`src/shared/pscm_pkg.sv`:
```
package pscm_pkg;

  // ------------------------------------------------------------
  // register map (byte addresses, one 32-bit word each)
  // ------------------------------------------------------------
  localparam logic [3:0]  ADR_CLK_DIV       = 4'h0;
  localparam logic [3:0]  ADR_OSC_CONTROL   = 4'h4;
  localparam logic [3:0]  ADR_POWER_STATUS  = 4'h8;

  // clock divide register fields
  localparam int          DIV_ROI_BIT       = 15;
  localparam int          DIV_RATIO_LSB     = 12;
  localparam int          DIV_EN_BIT        = 11;
  localparam logic [2:0]  RATIO_RESET       = 3'h0;

  // osc control register fields
  localparam int          OSC_CUR_LSB       = 12;
  localparam int          OSC_NEXT_LSB      = 8;
  localparam int          OSC_LOCK_BIT      = 7;
  localparam int          OSC_FAIL_BIT      = 3;

  // power status register fields
  localparam int          PST_MODE_LSB      = 0;
  localparam int          PST_FSM_EN_BIT    = 4;
  localparam int          PST_LOW_POWER_RC_OSC_BIT      = 5;
  localparam int          PST_SYSOSC_BIT    = 6;

  // ------------------------------------------------------------
  // oscillator source codes (bit 0 set means through the pll, except low power rc code 5)
  // ------------------------------------------------------------
  localparam logic [2:0]  OSC_FRC           = 3'h0;
  localparam logic [2:0]  OSC_FRC_PLL       = 3'h1;
  localparam logic [2:0]  OSC_PRI           = 3'h2;
  localparam logic [2:0]  OSC_PRI_PLL       = 3'h3;
  localparam logic [2:0]  OSC_LOW_POWER_RC_OSC          = 3'h5;
  localparam int          OSC_PLL_BIT       = 0;

  // fewer system clock edges than this per reference period is a failure
  localparam logic [7:0]  FAIL_MIN_EDGES    = 8'h02;
  localparam logic [6:0]  DIV_CNT_ZERO      = 7'h00;

  typedef enum logic [1:0] {
    PS_RUN,
    PS_ENTER,
    PS_SLEEP,
    PS_IDLE
  } pscm_state_type;

  typedef struct packed {
    logic       restore_on_interrupt;
    logic [2:0] ratio;
    logic       cpu_slowdown_enable;
  } pscm_doze_type;

  typedef struct packed {
    logic       exec;
    logic       idle;
  } pscm_power_save_instruction_type;

endpackage

```
`src/hdl/pscm_power_clock.sv`:
```
// ------------------------------------------------------------
// Function
// - monitor enabled only by configuration strap
// - monitor on: reference osc runs, watchdog ignored
// - failure raises trap, falls back to fast rc
// - pll in use: fall back to fast rc pll
// - unlocked: next osc select write switches source
// - sleep stops cpu, peripheral and system osc clocks, idle halts cpu
// - interrupt, reset or watchdog timeout wakes
// - sleep shuts system clock source down
// - monitor inactive throughout sleep
// - sleep keeps reference osc if watchdog on
// - watchdog cleared on sleep or idle entry
// - sleep disables system clocked peripherals
// - wake from sleep on same source
// - idle keeps system clock and peripherals
// - idle keeps reference osc for watchdog/monitor
// - idle wake restores cpu clock at once
// - interrupt during entry deferred, then wakes
// - doze slows cpu only, peripherals unchanged
// - doze enable bit plus 3-bit ratio
// - restore on interrupt returns full speed
// - ratio code n divides by 2**n
// - doze enable clear forces 1:1
// - interrupt with restore clears doze enable
// ------------------------------------------------------------
`timescale 1ns/100ps
`default_nettype none

module pscm_power_clock
  import pscm_pkg::*;
(
  input  wire logic        clk_i,
  input  wire logic        rst_i,
  input  wire logic        wb_cyc_i,
  input  wire logic        wb_stb_i,
  input  wire logic        wb_we_i,
  input  wire logic [3:0]  wb_adr_i,
  input  wire logic [3:0]  wb_sel_i,
  input  wire logic [31:0] wb_dat_i,
  output logic      [31:0] wb_dat_o,
  output logic             wb_ack_o,
  input  wire logic        cfg_fsm_enable_i,
  input  wire logic        cfg_switch_enable_i,
  input  wire logic        cfg_wdt_enable_i,
  input  wire logic [2:0]  cfg_init_osc_i,
  input  wire logic        power_save_instruction_exec_i,
  input  wire logic        power_save_instruction_idle_i,
  input  wire logic        irq_pending_i,
  input  wire logic        wdt_timeout_i,
  input  wire logic        osc_alive_i,
  input  wire logic        low_power_rc_osc_tick_i,
  output logic [2:0]       osc_select_o,
  output logic             fail_trap_o,
  output logic             low_power_rc_osc_enable_o,
  output logic             sysosc_enable_o,
  output logic             cpu_clk_en_o,
  output logic             periph_clk_en_o,
  output logic             periph_sleep_off_o,
  output logic             cpu_halt_o,
  output logic             wdt_clear_o,
  output logic             wake_o
);

  // ------------------------------------------------------------
  // configuration capture
  // ------------------------------------------------------------
  logic            cfg_done_reg;
  logic            fsm_en_reg;
  logic            switch_en_reg;
  logic            wdt_en_reg;

  // straps are caught once after reset release; run-time logic cannot change them
  always_ff @(posedge clk_i) begin
    if (rst_i) begin
      cfg_done_reg  <= 1'b0;
      fsm_en_reg    <= 1'b0;
      switch_en_reg <= 1'b0;
      wdt_en_reg    <= 1'b0;
    end else if (!cfg_done_reg) begin
      cfg_done_reg  <= 1'b1;
      fsm_en_reg    <= cfg_fsm_enable_i;
      switch_en_reg <= cfg_switch_enable_i;
      wdt_en_reg    <= cfg_wdt_enable_i;
    end
  end

  // ------------------------------------------------------------
  // bus slave
  // ------------------------------------------------------------
  logic            bus_req;
  logic            wr_div;
  logic            wr_osc;
  pscm_power_save_instruction_type power_save_instruction;

  assign bus_req = wb_cyc_i && wb_stb_i && !wb_ack_o;
  assign wr_div  = bus_req && wb_we_i && (wb_adr_i == ADR_CLK_DIV);
  assign wr_osc  = bus_req && wb_we_i && (wb_adr_i == ADR_OSC_CONTROL);
  assign power_save_instruction  = '{exec: power_save_instruction_exec_i, idle: power_save_instruction_idle_i};

  // ------------------------------------------------------------
  // power state machine
  // ------------------------------------------------------------
  pscm_state_type  state_reg;
  pscm_state_type  state_next;
  logic            mode_idle_reg;
  logic            wake_event;

  assign wake_event = irq_pending_i || wdt_timeout_i;

  always_comb begin
    state_next = state_reg;
    case (state_reg)
      PS_RUN: begin
        if (power_save_instruction.exec) begin
          state_next = PS_ENTER;
        end
      end
      // interrupts are not looked at here, they wait for the low power state
      PS_ENTER: begin
        state_next = mode_idle_reg ? PS_IDLE : PS_SLEEP;
      end
      PS_SLEEP, PS_IDLE: begin
        if (wake_event) begin
          state_next = PS_RUN;
        end
      end
      default: begin
        state_next = PS_RUN;
      end
    endcase
  end

  always_ff @(posedge clk_i) begin
    if (rst_i) begin
      state_reg     <= PS_RUN;
      mode_idle_reg <= 1'b0;
    end else begin
      state_reg <= state_next;
      if (state_reg == PS_RUN && power_save_instruction.exec) begin
        mode_idle_reg <= power_save_instruction.idle;
      end
    end
  end

  logic            in_sleep;
  logic            in_idle;
  assign in_sleep = (state_reg == PS_SLEEP);
  assign in_idle  = (state_reg == PS_IDLE);

  // ------------------------------------------------------------
  // oscillator selection and lock
  // ------------------------------------------------------------
  logic [2:0]      osc_cur_reg;
  logic [2:0]      osc_next_reg;
  logic            lock_reg;
  logic            fail_flag_reg;
  logic            fail_event;

  // source is held untouched through sleep, so wake resumes on it
  always_ff @(posedge clk_i) begin
    if (rst_i) begin
      osc_cur_reg  <= OSC_FRC;
      osc_next_reg <= OSC_FRC;
    end else if (!cfg_done_reg) begin
      osc_cur_reg  <= cfg_init_osc_i;
      osc_next_reg <= cfg_init_osc_i;
    end else if (fail_event) begin
      osc_cur_reg  <= osc_cur_reg[OSC_PLL_BIT] ? OSC_FRC_PLL : OSC_FRC;
      osc_next_reg <= osc_cur_reg[OSC_PLL_BIT] ? OSC_FRC_PLL : OSC_FRC;
    end else if (wr_osc && wb_sel_i[1] && !lock_reg && switch_en_reg) begin
      osc_next_reg <= wb_dat_i[OSC_NEXT_LSB +: 3];
      osc_cur_reg  <= wb_dat_i[OSC_NEXT_LSB +: 3];
    end
  end

  // lock has its own process so a switch and a lock in one write both land
  always_ff @(posedge clk_i) begin
    if (rst_i) begin
      lock_reg <= 1'b0;
    end else if (cfg_done_reg && wr_osc && wb_sel_i[0] && wb_dat_i[OSC_LOCK_BIT]) begin
      lock_reg <= 1'b1;  // lock holds until reset
    end
  end

  // failure flag is write-one-to-clear; a new failure wins over the clear
  always_ff @(posedge clk_i) begin
    if (rst_i) begin
      fail_flag_reg <= 1'b0;
    end else if (fail_event) begin
      fail_flag_reg <= 1'b1;
    end else if (wr_osc && wb_sel_i[0] && wb_dat_i[OSC_FAIL_BIT]) begin
      fail_flag_reg <= 1'b0;
    end
  end

  // ------------------------------------------------------------
  // fail-safe monitor
  // ------------------------------------------------------------
  logic [2:0]      alive_sync_reg;
  logic [2:0]      tick_sync_reg;
  logic [7:0]      edge_cnt_reg;
  logic            alive_rise;
  logic            tick_rise;
  logic            mon_active;
  logic            mon_armed_reg;

  always_ff @(posedge clk_i) begin
    if (rst_i) begin
      alive_sync_reg <= 3'h0;
      tick_sync_reg  <= 3'h0;
    end else begin
      alive_sync_reg <= {alive_sync_reg[1:0], osc_alive_i};
      tick_sync_reg  <= {tick_sync_reg[1:0], low_power_rc_osc_tick_i};
    end
  end

  // edge detectors look only at the second and third stages
  assign alive_rise = alive_sync_reg[1] && !alive_sync_reg[2];
  assign tick_rise  = tick_sync_reg[1] && !tick_sync_reg[2];
  // no supervision in sleep; after a fallback the fast rc is trusted
  assign mon_active = fsm_en_reg && !in_sleep && !fail_flag_reg && (osc_cur_reg != OSC_LOW_POWER_RC_OSC);
  assign fail_event = mon_active && mon_armed_reg && tick_rise && (edge_cnt_reg < FAIL_MIN_EDGES);

  // a partial first reference period after wake or restart is not judged
  always_ff @(posedge clk_i) begin
    if (rst_i) begin
      mon_armed_reg <= 1'b0;
    end else if (!mon_active) begin
      mon_armed_reg <= 1'b0;
    end else if (tick_rise) begin
      mon_armed_reg <= 1'b1;
    end
  end

  always_ff @(posedge clk_i) begin
    if (rst_i) begin
      edge_cnt_reg <= 8'h00;
    end else if (!mon_active || tick_rise) begin
      edge_cnt_reg <= 8'h00;
    end else if (alive_rise && edge_cnt_reg != 8'hff) begin
      edge_cnt_reg <= edge_cnt_reg + 8'h01;
    end
  end

  // ------------------------------------------------------------
  // doze control
  // ------------------------------------------------------------
  pscm_doze_type   doze_reg;
  logic            irq_rise;
  logic            irq_prev_reg;

  assign irq_rise = irq_pending_i && !irq_prev_reg;

  always_ff @(posedge clk_i) begin
    if (rst_i) begin
      irq_prev_reg <= 1'b0;
    end else begin
      irq_prev_reg <= irq_pending_i;
    end
  end

  always_ff @(posedge clk_i) begin
    if (rst_i) begin
      doze_reg <= '{restore_on_interrupt: 1'b0, ratio: RATIO_RESET, cpu_slowdown_enable: 1'b0};
    end else begin
      if (wr_div && wb_sel_i[1]) begin
        doze_reg.restore_on_interrupt <= wb_dat_i[DIV_ROI_BIT];
        doze_reg.ratio                <= wb_dat_i[DIV_RATIO_LSB +: 3];
        doze_reg.cpu_slowdown_enable  <= wb_dat_i[DIV_EN_BIT];
      end
      // hardware clear takes priority over a write in the same cycle
      if (doze_reg.restore_on_interrupt && irq_rise) begin
        doze_reg.cpu_slowdown_enable <= 1'b0;
      end
    end
  end

  // ------------------------------------------------------------
  // cpu clock divider
  // ------------------------------------------------------------
  logic [2:0]      ratio_act_reg;
  logic [2:0]      ratio_want;
  logic [6:0]      div_cnt_reg;
  logic [6:0]      div_mask;
  logic            div_boundary;

  assign ratio_want   = doze_reg.cpu_slowdown_enable ? doze_reg.ratio : 3'h0;
  assign div_mask     = 7'((8'h01 << ratio_act_reg) - 8'h01);
  assign div_boundary = (div_cnt_reg == div_mask);

  // the peripheral clock never sees the ratio; only the cpu enable is thinned
  always_ff @(posedge clk_i) begin
    if (rst_i) begin
      div_cnt_reg   <= DIV_CNT_ZERO;
      ratio_act_reg <= 3'h0;
    end else if (div_boundary) begin
      div_cnt_reg   <= DIV_CNT_ZERO;
      ratio_act_reg <= ratio_want;
    end else begin
      div_cnt_reg <= div_cnt_reg + 7'h01;
    end
  end

  // ------------------------------------------------------------
  // clock and control outputs
  // ------------------------------------------------------------
  logic            halted_next;
  assign halted_next = (state_next != PS_RUN);

  always_ff @(posedge clk_i) begin
    if (rst_i) begin
      cpu_clk_en_o       <= 1'b0;
      periph_clk_en_o    <= 1'b0;
      periph_sleep_off_o <= 1'b0;
      cpu_halt_o         <= 1'b0;
      sysosc_enable_o    <= 1'b1;
      low_power_rc_osc_enable_o      <= 1'b0;
    end else begin
      cpu_clk_en_o       <= !halted_next && div_boundary;
      periph_clk_en_o    <= (state_next != PS_SLEEP);
      periph_sleep_off_o <= (state_next == PS_SLEEP);
      cpu_halt_o         <= halted_next;
      sysosc_enable_o    <= (state_next != PS_SLEEP);
      // with the monitor on, the watchdog has no say outside sleep
      low_power_rc_osc_enable_o      <= (fsm_en_reg && (state_next != PS_SLEEP))
                            || wdt_en_reg
                            || (osc_cur_reg == OSC_LOW_POWER_RC_OSC && state_next != PS_SLEEP);
    end
  end

  always_ff @(posedge clk_i) begin
    if (rst_i) begin
      osc_select_o <= OSC_FRC;
      fail_trap_o  <= 1'b0;
      wdt_clear_o  <= 1'b0;
      wake_o       <= 1'b0;
    end else begin
      osc_select_o <= osc_cur_reg;
      fail_trap_o  <= fail_event;
      wdt_clear_o  <= wdt_en_reg && (state_reg == PS_RUN) && power_save_instruction.exec;
      wake_o       <= (in_sleep || in_idle) && wake_event;
    end
  end

  // ------------------------------------------------------------
  // bus answer
  // ------------------------------------------------------------
  logic [31:0]     rd_data;

  always_comb begin
    rd_data = 32'h0000_0000;
    case (wb_adr_i)
      ADR_CLK_DIV: begin
        rd_data[DIV_ROI_BIT]          = doze_reg.restore_on_interrupt;
        rd_data[DIV_RATIO_LSB +: 3]   = doze_reg.ratio;
        rd_data[DIV_EN_BIT]           = doze_reg.cpu_slowdown_enable;
      end
      ADR_OSC_CONTROL: begin
        rd_data[OSC_CUR_LSB +: 3]     = osc_cur_reg;
        rd_data[OSC_NEXT_LSB +: 3]    = osc_next_reg;
        rd_data[OSC_LOCK_BIT]         = lock_reg;
        rd_data[OSC_FAIL_BIT]         = fail_flag_reg;
      end
      ADR_POWER_STATUS: begin
        rd_data[PST_MODE_LSB +: 2]    = state_reg;
        rd_data[PST_FSM_EN_BIT]       = fsm_en_reg;
        rd_data[PST_LOW_POWER_RC_OSC_BIT]         = low_power_rc_osc_enable_o;
        rd_data[PST_SYSOSC_BIT]       = sysosc_enable_o;
      end
      default: begin
        rd_data = 32'h0000_0000;
      end
    endcase
  end

  always_ff @(posedge clk_i) begin
    if (rst_i) begin
      wb_ack_o <= 1'b0;
      wb_dat_o <= 32'h0000_0000;
    end else begin
      wb_ack_o <= bus_req;
      wb_dat_o <= (bus_req && !wb_we_i) ? rd_data : 32'h0000_0000;
    end
  end

endmodule

`default_nettype wire

```
`config.mk`:
```
export PLATFORM = sky130hd
export DESIGN_NAME = pscm_power_clock
export DESIGN_NICKNAME = d
export VERILOG_FILES = /design/src/shared/pscm_pkg.sv /design/src/hdl/pscm_power_clock.sv
export SDC_FILE = /design/constraint.sdc
export NUM_CORES = 1
export LEC_CHECK = 0
export ABC_AREA = 1
export BUFFER_PORTS_ARGS = -buffer_cell sky130_fd_sc_hd__buf_2
export CORE_MARGIN = 10
export CORE_UTILIZATION = 52
export CTS_BUF_LIST = sky130_fd_sc_hd__clkbuf_2 sky130_fd_sc_hd__clkbuf_4 sky130_fd_sc_hd__clkbuf_8
export DETAILED_ROUTE_END_ITERATION = 16
export PLACE_DENSITY_LB_ADDON = 0.25
export SLEW_MARGIN = 20
export SYNTH_ARGS = -nofsm -noshare
export SYNTH_HDL_FRONTEND = slang
export SYNTH_SLANG_ARGS = --single-unit
```
`constraint.sdc`:
```
create_clock -name clk_i -period 1.65 [get_ports clk_i]
set_input_delay 0.0825 -clock clk_i [delete_from_list [all_inputs] [get_ports clk_i]]
set_output_delay 0.0825 -clock clk_i [all_outputs]
set_load 0.1 [all_outputs]
```
Word level (Yosys, flattened, before mapping)

Cells that the tools add are included.

Bits in registers: 88

$add $sub $neg: 3
$lt $le $gt $ge: 1
Eq/ne operators: 12
Shift-type cells: 1
Mux-type cells: 13
Bitwise gates (word level): 5
Reductions and logical operators: 61

Operator list:

| operator                                                               | number |
|---|---|
| 1-bit logical AND                                                      | 33 |
| 3-bit 2-to-1 mux                                                       | 4 |
| 2-bit OR reduction                                                     | 6 |
| 1-bit logical NOT                                                      | 10 |
| 3-bit OR reduction                                                     | 3 |
| 8-bit by 1-bit adder with 8-bit output (second input constant)         | 1 |
| 8-bit by 2-bit < comparator with 1-bit output (second input constant)  | 1 |
| 8-bit != test (second input constant)                                  | 1 |
| 7-bit by 1-bit adder with 7-bit output (second input constant)         | 1 |
| 7-bit equality test                                                    | 1 |
| 1-bit by 3-bit left shift with 7-bit output (first input constant)     | 1 |
| 7-bit by 1-bit subtractor with 7-bit output (second input constant)    | 1 |
| 2-bit equality test (second input constant)                            | 3 |
| 2-bit one-hot mux with 3 select lines                                  | 1 |
| 3-bit one-hot mux with 2 select lines                                  | 1 |
| 1-bit logical OR                                                       | 5 |
| 1-bit 2-to-1 mux                                                       | 5 |
| 1-bit NOT                                                              | 5 |
| 4-bit by 3-bit equality test with 1-bit output (second input constant) | 1 |
| 4-bit equality test (second input constant)                            | 1 |
| 4-bit logical NOT                                                      | 1 |
| 2-bit 2-to-1 mux                                                       | 2 |
| 2-bit nonzero test                                                     | 2 |
| 3-bit equality test (second input constant)                            | 1 |
| 5 further kinds                                                        | 5 |

Longest topological paths before layout

Gate-level depths: netlist of the first run.

Depth after elaboration: 10
Mapped depth: 10
Depth with buffers taken out: 10

Worst setup path after synthesis of the first run

Ideal clock, no wire load.

Path kind: reg2reg
Start point: reg wb_ack_o
End point: reg wb_dat_o[12]
Setup time: 116 ps
Arrival: 1,618 ps
Slack: -85 ps
Stages on the path, launching flop included: 7
Period minus slack after synthesis: 1,735 ps
Cell sequence: dfxtp_1 -> inv_1 -> nand3_1 -> nor3_2 -> nand2_1 -> nor2_1 -> a31o_2

Cells in the longest elaborated chain, start to end: 5

RTL lines:

| what                         | RTL line                | source |
|---|---|---|
| start, declared              | pscm_power_clock.sv:42  | `output logic wb_ack_o,` |
| start signal, assigned       | pscm_power_clock.sv:382 | `wb_ack_o <= bus_req;` |
| 1-bit logical NOT            | pscm_power_clock.sv:96  | `assign bus_req = wb_cyc_i && wb_stb_i && !wb_ack_o;` |
| 1-bit logical AND            | pscm_power_clock.sv:96  |  |
| 1-bit logical AND            | pscm_power_clock.sv:383 | `wb_dat_o <= (bus_req && !wb_we_i) ? rd_data : 32'h0000_0000;` |
| 1-bit NOT (no line)          | --                      |  |
| 2-bit OR reduction (no line) | --                      |  |
| end signal, assigned         | pscm_power_clock.sv:383 |  |
| end, declared                | pscm_power_clock.sv:41  | `output logic [31:0] wb_dat_o,` |

Every way passes these cells.
A chain may end at the register's enable or synchronous reset.

Worst setup path in the final report of the first run

Start point: in irq_pending_i
End point: reg low_power_rc_osc_enable_o

Cells in the longest elaborated chain, start to end: 7

RTL lines:

| what                                    | RTL line                                         | source |
|---|---|---|
| start, declared                         | pscm_power_clock.sv:49                           | `input wire logic irq_pending_i,` |
| 1-bit logical OR *                      | pscm_power_clock.sv:109                          | `assign wake_event = irq_pending_i \|\| wdt_timeout_i;` |
| 2-bit 2-to-1 mux *                      | pscm_power_clock.sv:124                          | `if (wake_event) begin` |
| 2-bit one-hot mux with 3 select lines * | pscm_power_clock.sv:113                          | `case (state_reg)` |
| 2-bit != test *                         | pscm_power_clock.sv:326, pscm_power_clock.sv:328 |  |
| 1-bit logical AND                       | pscm_power_clock.sv:326                          | `low_power_rc_osc_enable_o <= (fsm_en_reg && (state_next != PS_SLEEP))` |
| 1-bit logical OR                        | pscm_power_clock.sv:327                          | `\|\| wdt_en_reg` |
| 1-bit logical OR *                      | pscm_power_clock.sv:328                          | `\|\| (osc_cur_reg == OSC_LOW_POWER_RC_OSC && state_next != PS_SLEEP);` |
| end signal, assigned                    | pscm_power_clock.sv:326                          |  |
| end, declared                           | pscm_power_clock.sv:55                           | `output logic low_power_rc_osc_enable_o,` |

Every way passes the cells marked *; elsewhere a longest branch is shown, timed or not.

==> results.tsv, run 1 <==
metric	value	unit
num_vias	2460	
row_count	27	
io_pins	102	
chipHeight	95.37	um
grt_pass1_wl	10910	um
cp_slowest_stage_delay	550	ps
crit_chain	dlygate4sd3_1 > buf_2 > o21ai_0 > o21ai_0 > nor2_1 > nor2_1 > o21ai_0 > o21ai_0	
p_leak	1.657	nW
seq_area_frac_synth	0.4812	
cts_setup_buffers	0	
routed_wl	6628	um
p_sw	1.198	mW
syn-cell-area	0.002954	mm2
dp_hpwl	4968	um
timing.setup.tns	0	ps
synth_top_area_frac	0.4812	
multi_input_area	0.001214	mm2
power_density	1024	mW/mm2
cts_tree	built	
drtAntennaViolNets	0	
diodes	0	
vias_per_cell	4.659	
cp_max_fo	4	
worst-path-buf-inv	2	
ys_types	36	
io_buffers	60	
final_nets	510	
start_util	0.5365	
cts_root_buffer	clkbuf_8	
gr-total-overflow	0	
synth_top_area_cell	dfxtp_1	
firstDrtPassIters	4	
critPathKind	primary input to flip-flop	
cts.sinks	71	
final_max_slew_viol_count	0	
min_period	1511	ps
dr.first_iter.drc_count	108	
dieArea	0.009095	mm2
place_area	0.003264	mm2
area_growth	19.65	%
route.detailed.drc	0	
clkPwrFrac	0.354	
p_int	2.421	mW
switching_share	0.3310	
seq_power_share	0.493	
grt_max_degree	21	
syn_area_per_cell	7.878	um2
fmax	661.7	MHz
synth_area_leaders	dfxtp_1, nor2_1, inv_1, nand2_1, buf_4	
numCtsBuffers	9	
cts-resized-gates	0	
required	1880	ps
wl_per_cell	12.55	um
final-seq-area	0.001423	mm2
grt_antenna_before_repair	0	
setup_violations	0	
max-cap-violations	0	
fill_cells	473	
fin_skew	5.264	ps
status	finished, final reports clean	
cts.clk_slew.worst_paths	80	ps
p_comb_frac	0.153	
clk_path_buf_depth	2	
finalInstanceArea	0.003535	mm2
routabilityCongestion	0.7823	
rsz0062_at_grt	no	
vdd_drop_max	0.7301	mV
ys_ff_latch	71	
clk_latency	350	ps
crit_arrival	1740	ps
syn_inst	375	
min_path_type	primary input to flip-flop	
htreeDepth	3	
fin_crit_sh	0.9159	
crit_slowest_cell	dlygate4sd3_1	
startpoint_type	primary input	
critical-path-top-delay-family	compound AO/OA/AOI/OAI gates	
drive_above_1_share	0.2478	
end_kind	flip-flop	
cp_common_cell	o21ai_0	
grtUsageTotal	0.1511	
hold_buffers	9	
largest_reg_flops	15	
core_area	0.005507	mm2
yosysWarnings	0	
hold_violations	0	
grt_pass1_vias	2456	
die_w	95.37	um
-- layout make-up --
class                      instances  share of cell area
timing repair buffer              72              0.1168
inverter                          57             0.06088
clock inverter                     7             0.01593
sequential                        71              0.4025
clock buffer                       9             0.03504
tap                               72             0.02549
multi-input combinational        240              0.3434
-- path summary, 6_finish.rpt --
path	end	depth (start not counted)	startpoint	slack, ps
setup / recovery	low_power_rc_osc_enable_o	8	irq_pending_i	140
hold / removal	wdt_en_reg	3	cfg_wdt_enable_i	9
setup reg to reg	doze_reg[1]	6	wb_ack_o	170
hold reg to reg	alive_sync_reg[1]	2	alive_sync_reg[0]	410
-- kinds of logic after synthesis --
kind of cell	count (synthesis)	share of synthesized area
xor gates and xnor gates	9	0.02668
other	1	0.001269
AOI/OAI and AO/OA	38	0.07243
buffers and inverters	80	0.1283
adders and majority gates	2	0.008470
DFF	71	0.4812
and+or+nand+nor	174	0.2817
-- worst register-to-register path, delay by kind of cell (launching register included) --
| kind | cells | cell delay (ps) |
|---|---|---|
| AND/OR/NAND/NOR | 4 | 780 |
| flip-flops | 1 | 320 |
| AO/OA/AOI/OAI | 1 | 230 |
| buffers and inverters | 1 | 40 |
-- cell usage in the layout (no fill, tap or decap), types with 3 or more instances in the layout --
master         instances
inv_1                 54
nand2_2                3
nand3_1               21
xnor2_1                4
nand4_1                8
nor3_2                 5
a21oi_1               12
clkbuf_8               9
clkinv_4               3
conb_1                17
buf_2                 60
nor2_1                64
o21ai_0               17
buf_4                  3
nor2_2                12
nor3_1                 4
dfxtp_1               70
dlygate4sd3_1          9
xor2_1                 5
nand2_1               49
a31o_2                 3
-- synthesized netlist by cell type (all sizes together) --
cell / count
a211oi: 1
a21boi: 1
a21oi: 13
a31o: 3
and3: 1
buf: 22
clkbuf: 1
clkinv: 1
conb: 1
dfxtp: 71
ha: 2
inv: 56
nand2: 55
nand3: 22
nand3b: 1
nand4: 8
nor2: 78
nor3: 9
o21ai: 18
o22ai: 1
o31ai: 1
xnor2: 4
xor2: 5
-- layer usage --
layer	up-vias	routed length (um)	track usage
li1	1290	-	-
met1	1098	2770	0.1583
met2	61	3292	0.2670
met3	11	470	0.05734
met4	0	95	0.06143
met5	-	0	0
-- stage by stage --
step	std cells	setup slack, ps	hold slack [ps]	total power [mW]	utilization
finish	528	138.7	8.928	3.619	0.6419
global route	528	12.99	20.14	3.768	0.6419
CTS	528	187.0	0.9055	3.627	0.6419
detailed placement	503	197.4	304.3	2.359	0.5928
global placement	503	247.6	284.5	2.353	0.5928
floorplan	391	230.5	163.4	2.294	-
-- power groups by stage --
stage / sequential [mW] / clock (mW) / combinational, mW
6_report: 1.79 / 1.28 / 0.553
5_1_grt: 1.79 / 1.39 / 0.586
4_1_cts: 1.78 / 1.29 / 0.551
3_5_place_dp: 1.82 / 0 / 0.534
3_3_place_gp: 1.82 / 0 / 0.530
2_1_floorplan: 1.98 / 0 / 0.317
Power figures use the tool's default switching activity.
==> run 2: changes to the inputs <==
--- a/config.mk
+++ b/config.mk
@@ -12,6 +12,7 @@
 export CTS_BUF_LIST = sky130_fd_sc_hd__clkbuf_2 sky130_fd_sc_hd__clkbuf_4 sky130_fd_sc_hd__clkbuf_8
 export DETAILED_ROUTE_END_ITERATION = 16
 export PLACE_DENSITY_LB_ADDON = 0.25
+export REMOVE_ABC_BUFFERS = 1
 export SLEW_MARGIN = 20
 export SYNTH_ARGS = -nofsm -noshare
 export SYNTH_HDL_FRONTEND = slang
==> results.tsv, run 2 (same netlist as run 1, synthesis figures left out) <==
metric	value	unit	change
crit_arrival	1680	ps	-60 ps
wl_per_cell	12.10	um	-3.6%
cts.clk_slew.worst_paths	90	ps	about the same
grt_pass1_vias	2331		-5.1%
chipHeight	95.37	um	unchanged
htreeDepth	3		unchanged
crit_slowest_cell	dfxtp_1		
gr-total-overflow	0		unchanged
routabilityCongestion	0.8020		+2.5%
finalInstanceArea	0.003553	mm2	+0.53%
cts_root_buffer	clkbuf_8		
holdPathStages	3		unchanged
wl_met3	569	um	+21%
end_kind	flip-flop		
required	1890	ps	about the same
cts_setup_buffers	0		unchanged
grt_pass1_wl	10410	um	-4.6%
dp_hpwl	4767	um	-4.1%
rr_endpoint	div_cnt_reg[3]		
firstDrtPassIters	4		unchanged
grt_antenna_before_repair	0		unchanged
highest_layer	met4		
diodes	0		unchanged
io_pins	102		unchanged
rsz0062_at_grt	no		
routed_wl	6353	um	-4.1%
core_area	0.005507	mm2	unchanged
reg2regPathDepth	7		+1
slew_headroom	0.6555		
row_count	27		unchanged
final_common_cell	dfxtp_1		
clk_latency	350	ps	about the same
finalCoreUtilization	0.6453		+0.003408
io_buffers	60		unchanged
fill_cells	491		+3.8%
die_w	95.37	um	unchanged
layout_common_cells	dfxtp_1, nor2_1, buf_2		
fin_crit_sh	0.8746		-0.04131
crit_start	ratio_act_reg[2]		
worst_pin_slew	514.8	ps	
numCtsBuffers	9		unchanged
min_period	1443	ps	-68.15 ps
cp_max_fo	7		+3
dr.first_iter.drc_count	80		-26%
hold_end	doze_reg[4]		
min_path_type	primary input to flip-flop		
timing.reg2reg.setup_slack	210	ps	+40 ps
drtAntennaViolNets	0		unchanged
power_density	1093	mW/mm2	+6.8%
hp-start	wb_dat_i[15]		
fmax	693.0	MHz	+4.7%
crit_chain	inv_1 > o21ai_1 > nand3_1 > nor2_2 > nand2_4 > nand2_8 > nor2_2		
vias_per_cell	4.579		-1.7%
critPathKind	flip-flop to flip-flop		
cts.sinks	71		unchanged
met1Wirelength	2903	um	+4.8%
final-seq-area	0.001421	mm2	about the same
clk_path_buf_depth	2		unchanged
setup_violations	0		unchanged
route.detailed.drc	0		unchanged
dieArea	0.009095	mm2	unchanged
max-cap-violations	0		unchanged
grt_max_degree	21		unchanged
status	finished, final reports clean		
final_nets	507		-0.59%
cts_tree	built		
startpoint_type	flip-flop		
num_vias	2404		-2.3%
p_leak	1.666	nW	+0.52%
place_area	0.003256	mm2	-0.27%
grtUsageTotal	0.1452		-0.005862
fin_skew	10.34	ps	+5.075 ps
cp_slowest_stage_delay	480	ps	-70 ps
hold_violations	0		unchanged
drive_above_1_share	0.2450		-0.002774
r2r-start	ratio_act_reg[2]		
area_growth	20.29	%	
start_util	0.5365		unchanged
cp_common_cell	nor2_2		
largest_reg_flops	15		unchanged
multi_input_area	0.001214	mm2	unchanged
final_max_slew_viol_count	0		unchanged
vdd_drop_max	0.6165	mV	-16%
met2_length	2767	um	-16%
[run 2: worst max-delay path, delay by kind of cell, from the launching register on]
kind	cells	cell delay [ps]
DFF	1	480
buffers and inverters	1	130
and+or+nand+nor	5	580
AOI/OAI and AO/OA	1	140
[run 2: worst max-delay path by stage]
stage | end | slack [ps]
after detailed placement | div_cnt_reg[4] | 230
after global placement | div_cnt_reg[0] | 260
after floorplan | wb_dat_o[12] | -80
after global routing | doze_reg[2] | 40
after CTS | div_cnt_reg[3] | 210
final | div_cnt_reg[3] | 210
[run 2: timing repair]
action | 4_1_cts | 5_1_grt
endpoints found under the hold margin | 7 | 0
setup endpoints to repair | 0 | 1
hold buffers | 7 | 0
resized for setup | 0 | 1
[run 2: area by class of cell]
cell class | count | share of cell area
inverter | 57 | 0.06056
tap | 72 | 0.02535
clock inverter | 7 | 0.02923
sequential | 71 | 0.4000
timing repair buffer | 69 | 0.1085
clock buffer | 9 | 0.03486
multi-input combinational | 240 | 0.3415
[run 2: metal layers]
| metal | vias up | GRT usage |
|---|---|---|
| met5 | - | 0 |
| met4 | 0 | 0.07371 |
| met3 | 8 | 0.05577 |
| met2 | 84 | 0.2216 |
| met1 | 1035 | 0.1749 |
| li1 | 1277 | - |
[run 2: metrics by stage]
| step | setup TNS, ps | worst slack, ps | std cells | total power [mW] | hold slack, ps |
|---|---|---|---|---|---|
| after floorplan | -622.8 | -84.63 | 368 | 2.253 | 151.6 |
| after global placement | 0 | 260.3 | 502 | 2.354 | 288.0 |
| after detailed placement | 0 | 233.5 | 502 | 2.357 | 292.8 |
| after CTS | 0 | 212.8 | 525 | 3.910 | 5.083 |
| after global routing | 0 | 36.70 | 525 | 4.024 | 37.05 |
| final | 0 | 206.9 | 525 | 3.885 | 9.085 |
[run 2: power by group]
part / switching, mW / internal (mW)
Clock: 0.683 / 0.869
Sequential: 0.0233 / 1.76
Combinational: 0.452 / 0.0960
Total: 1.16 / 2.73
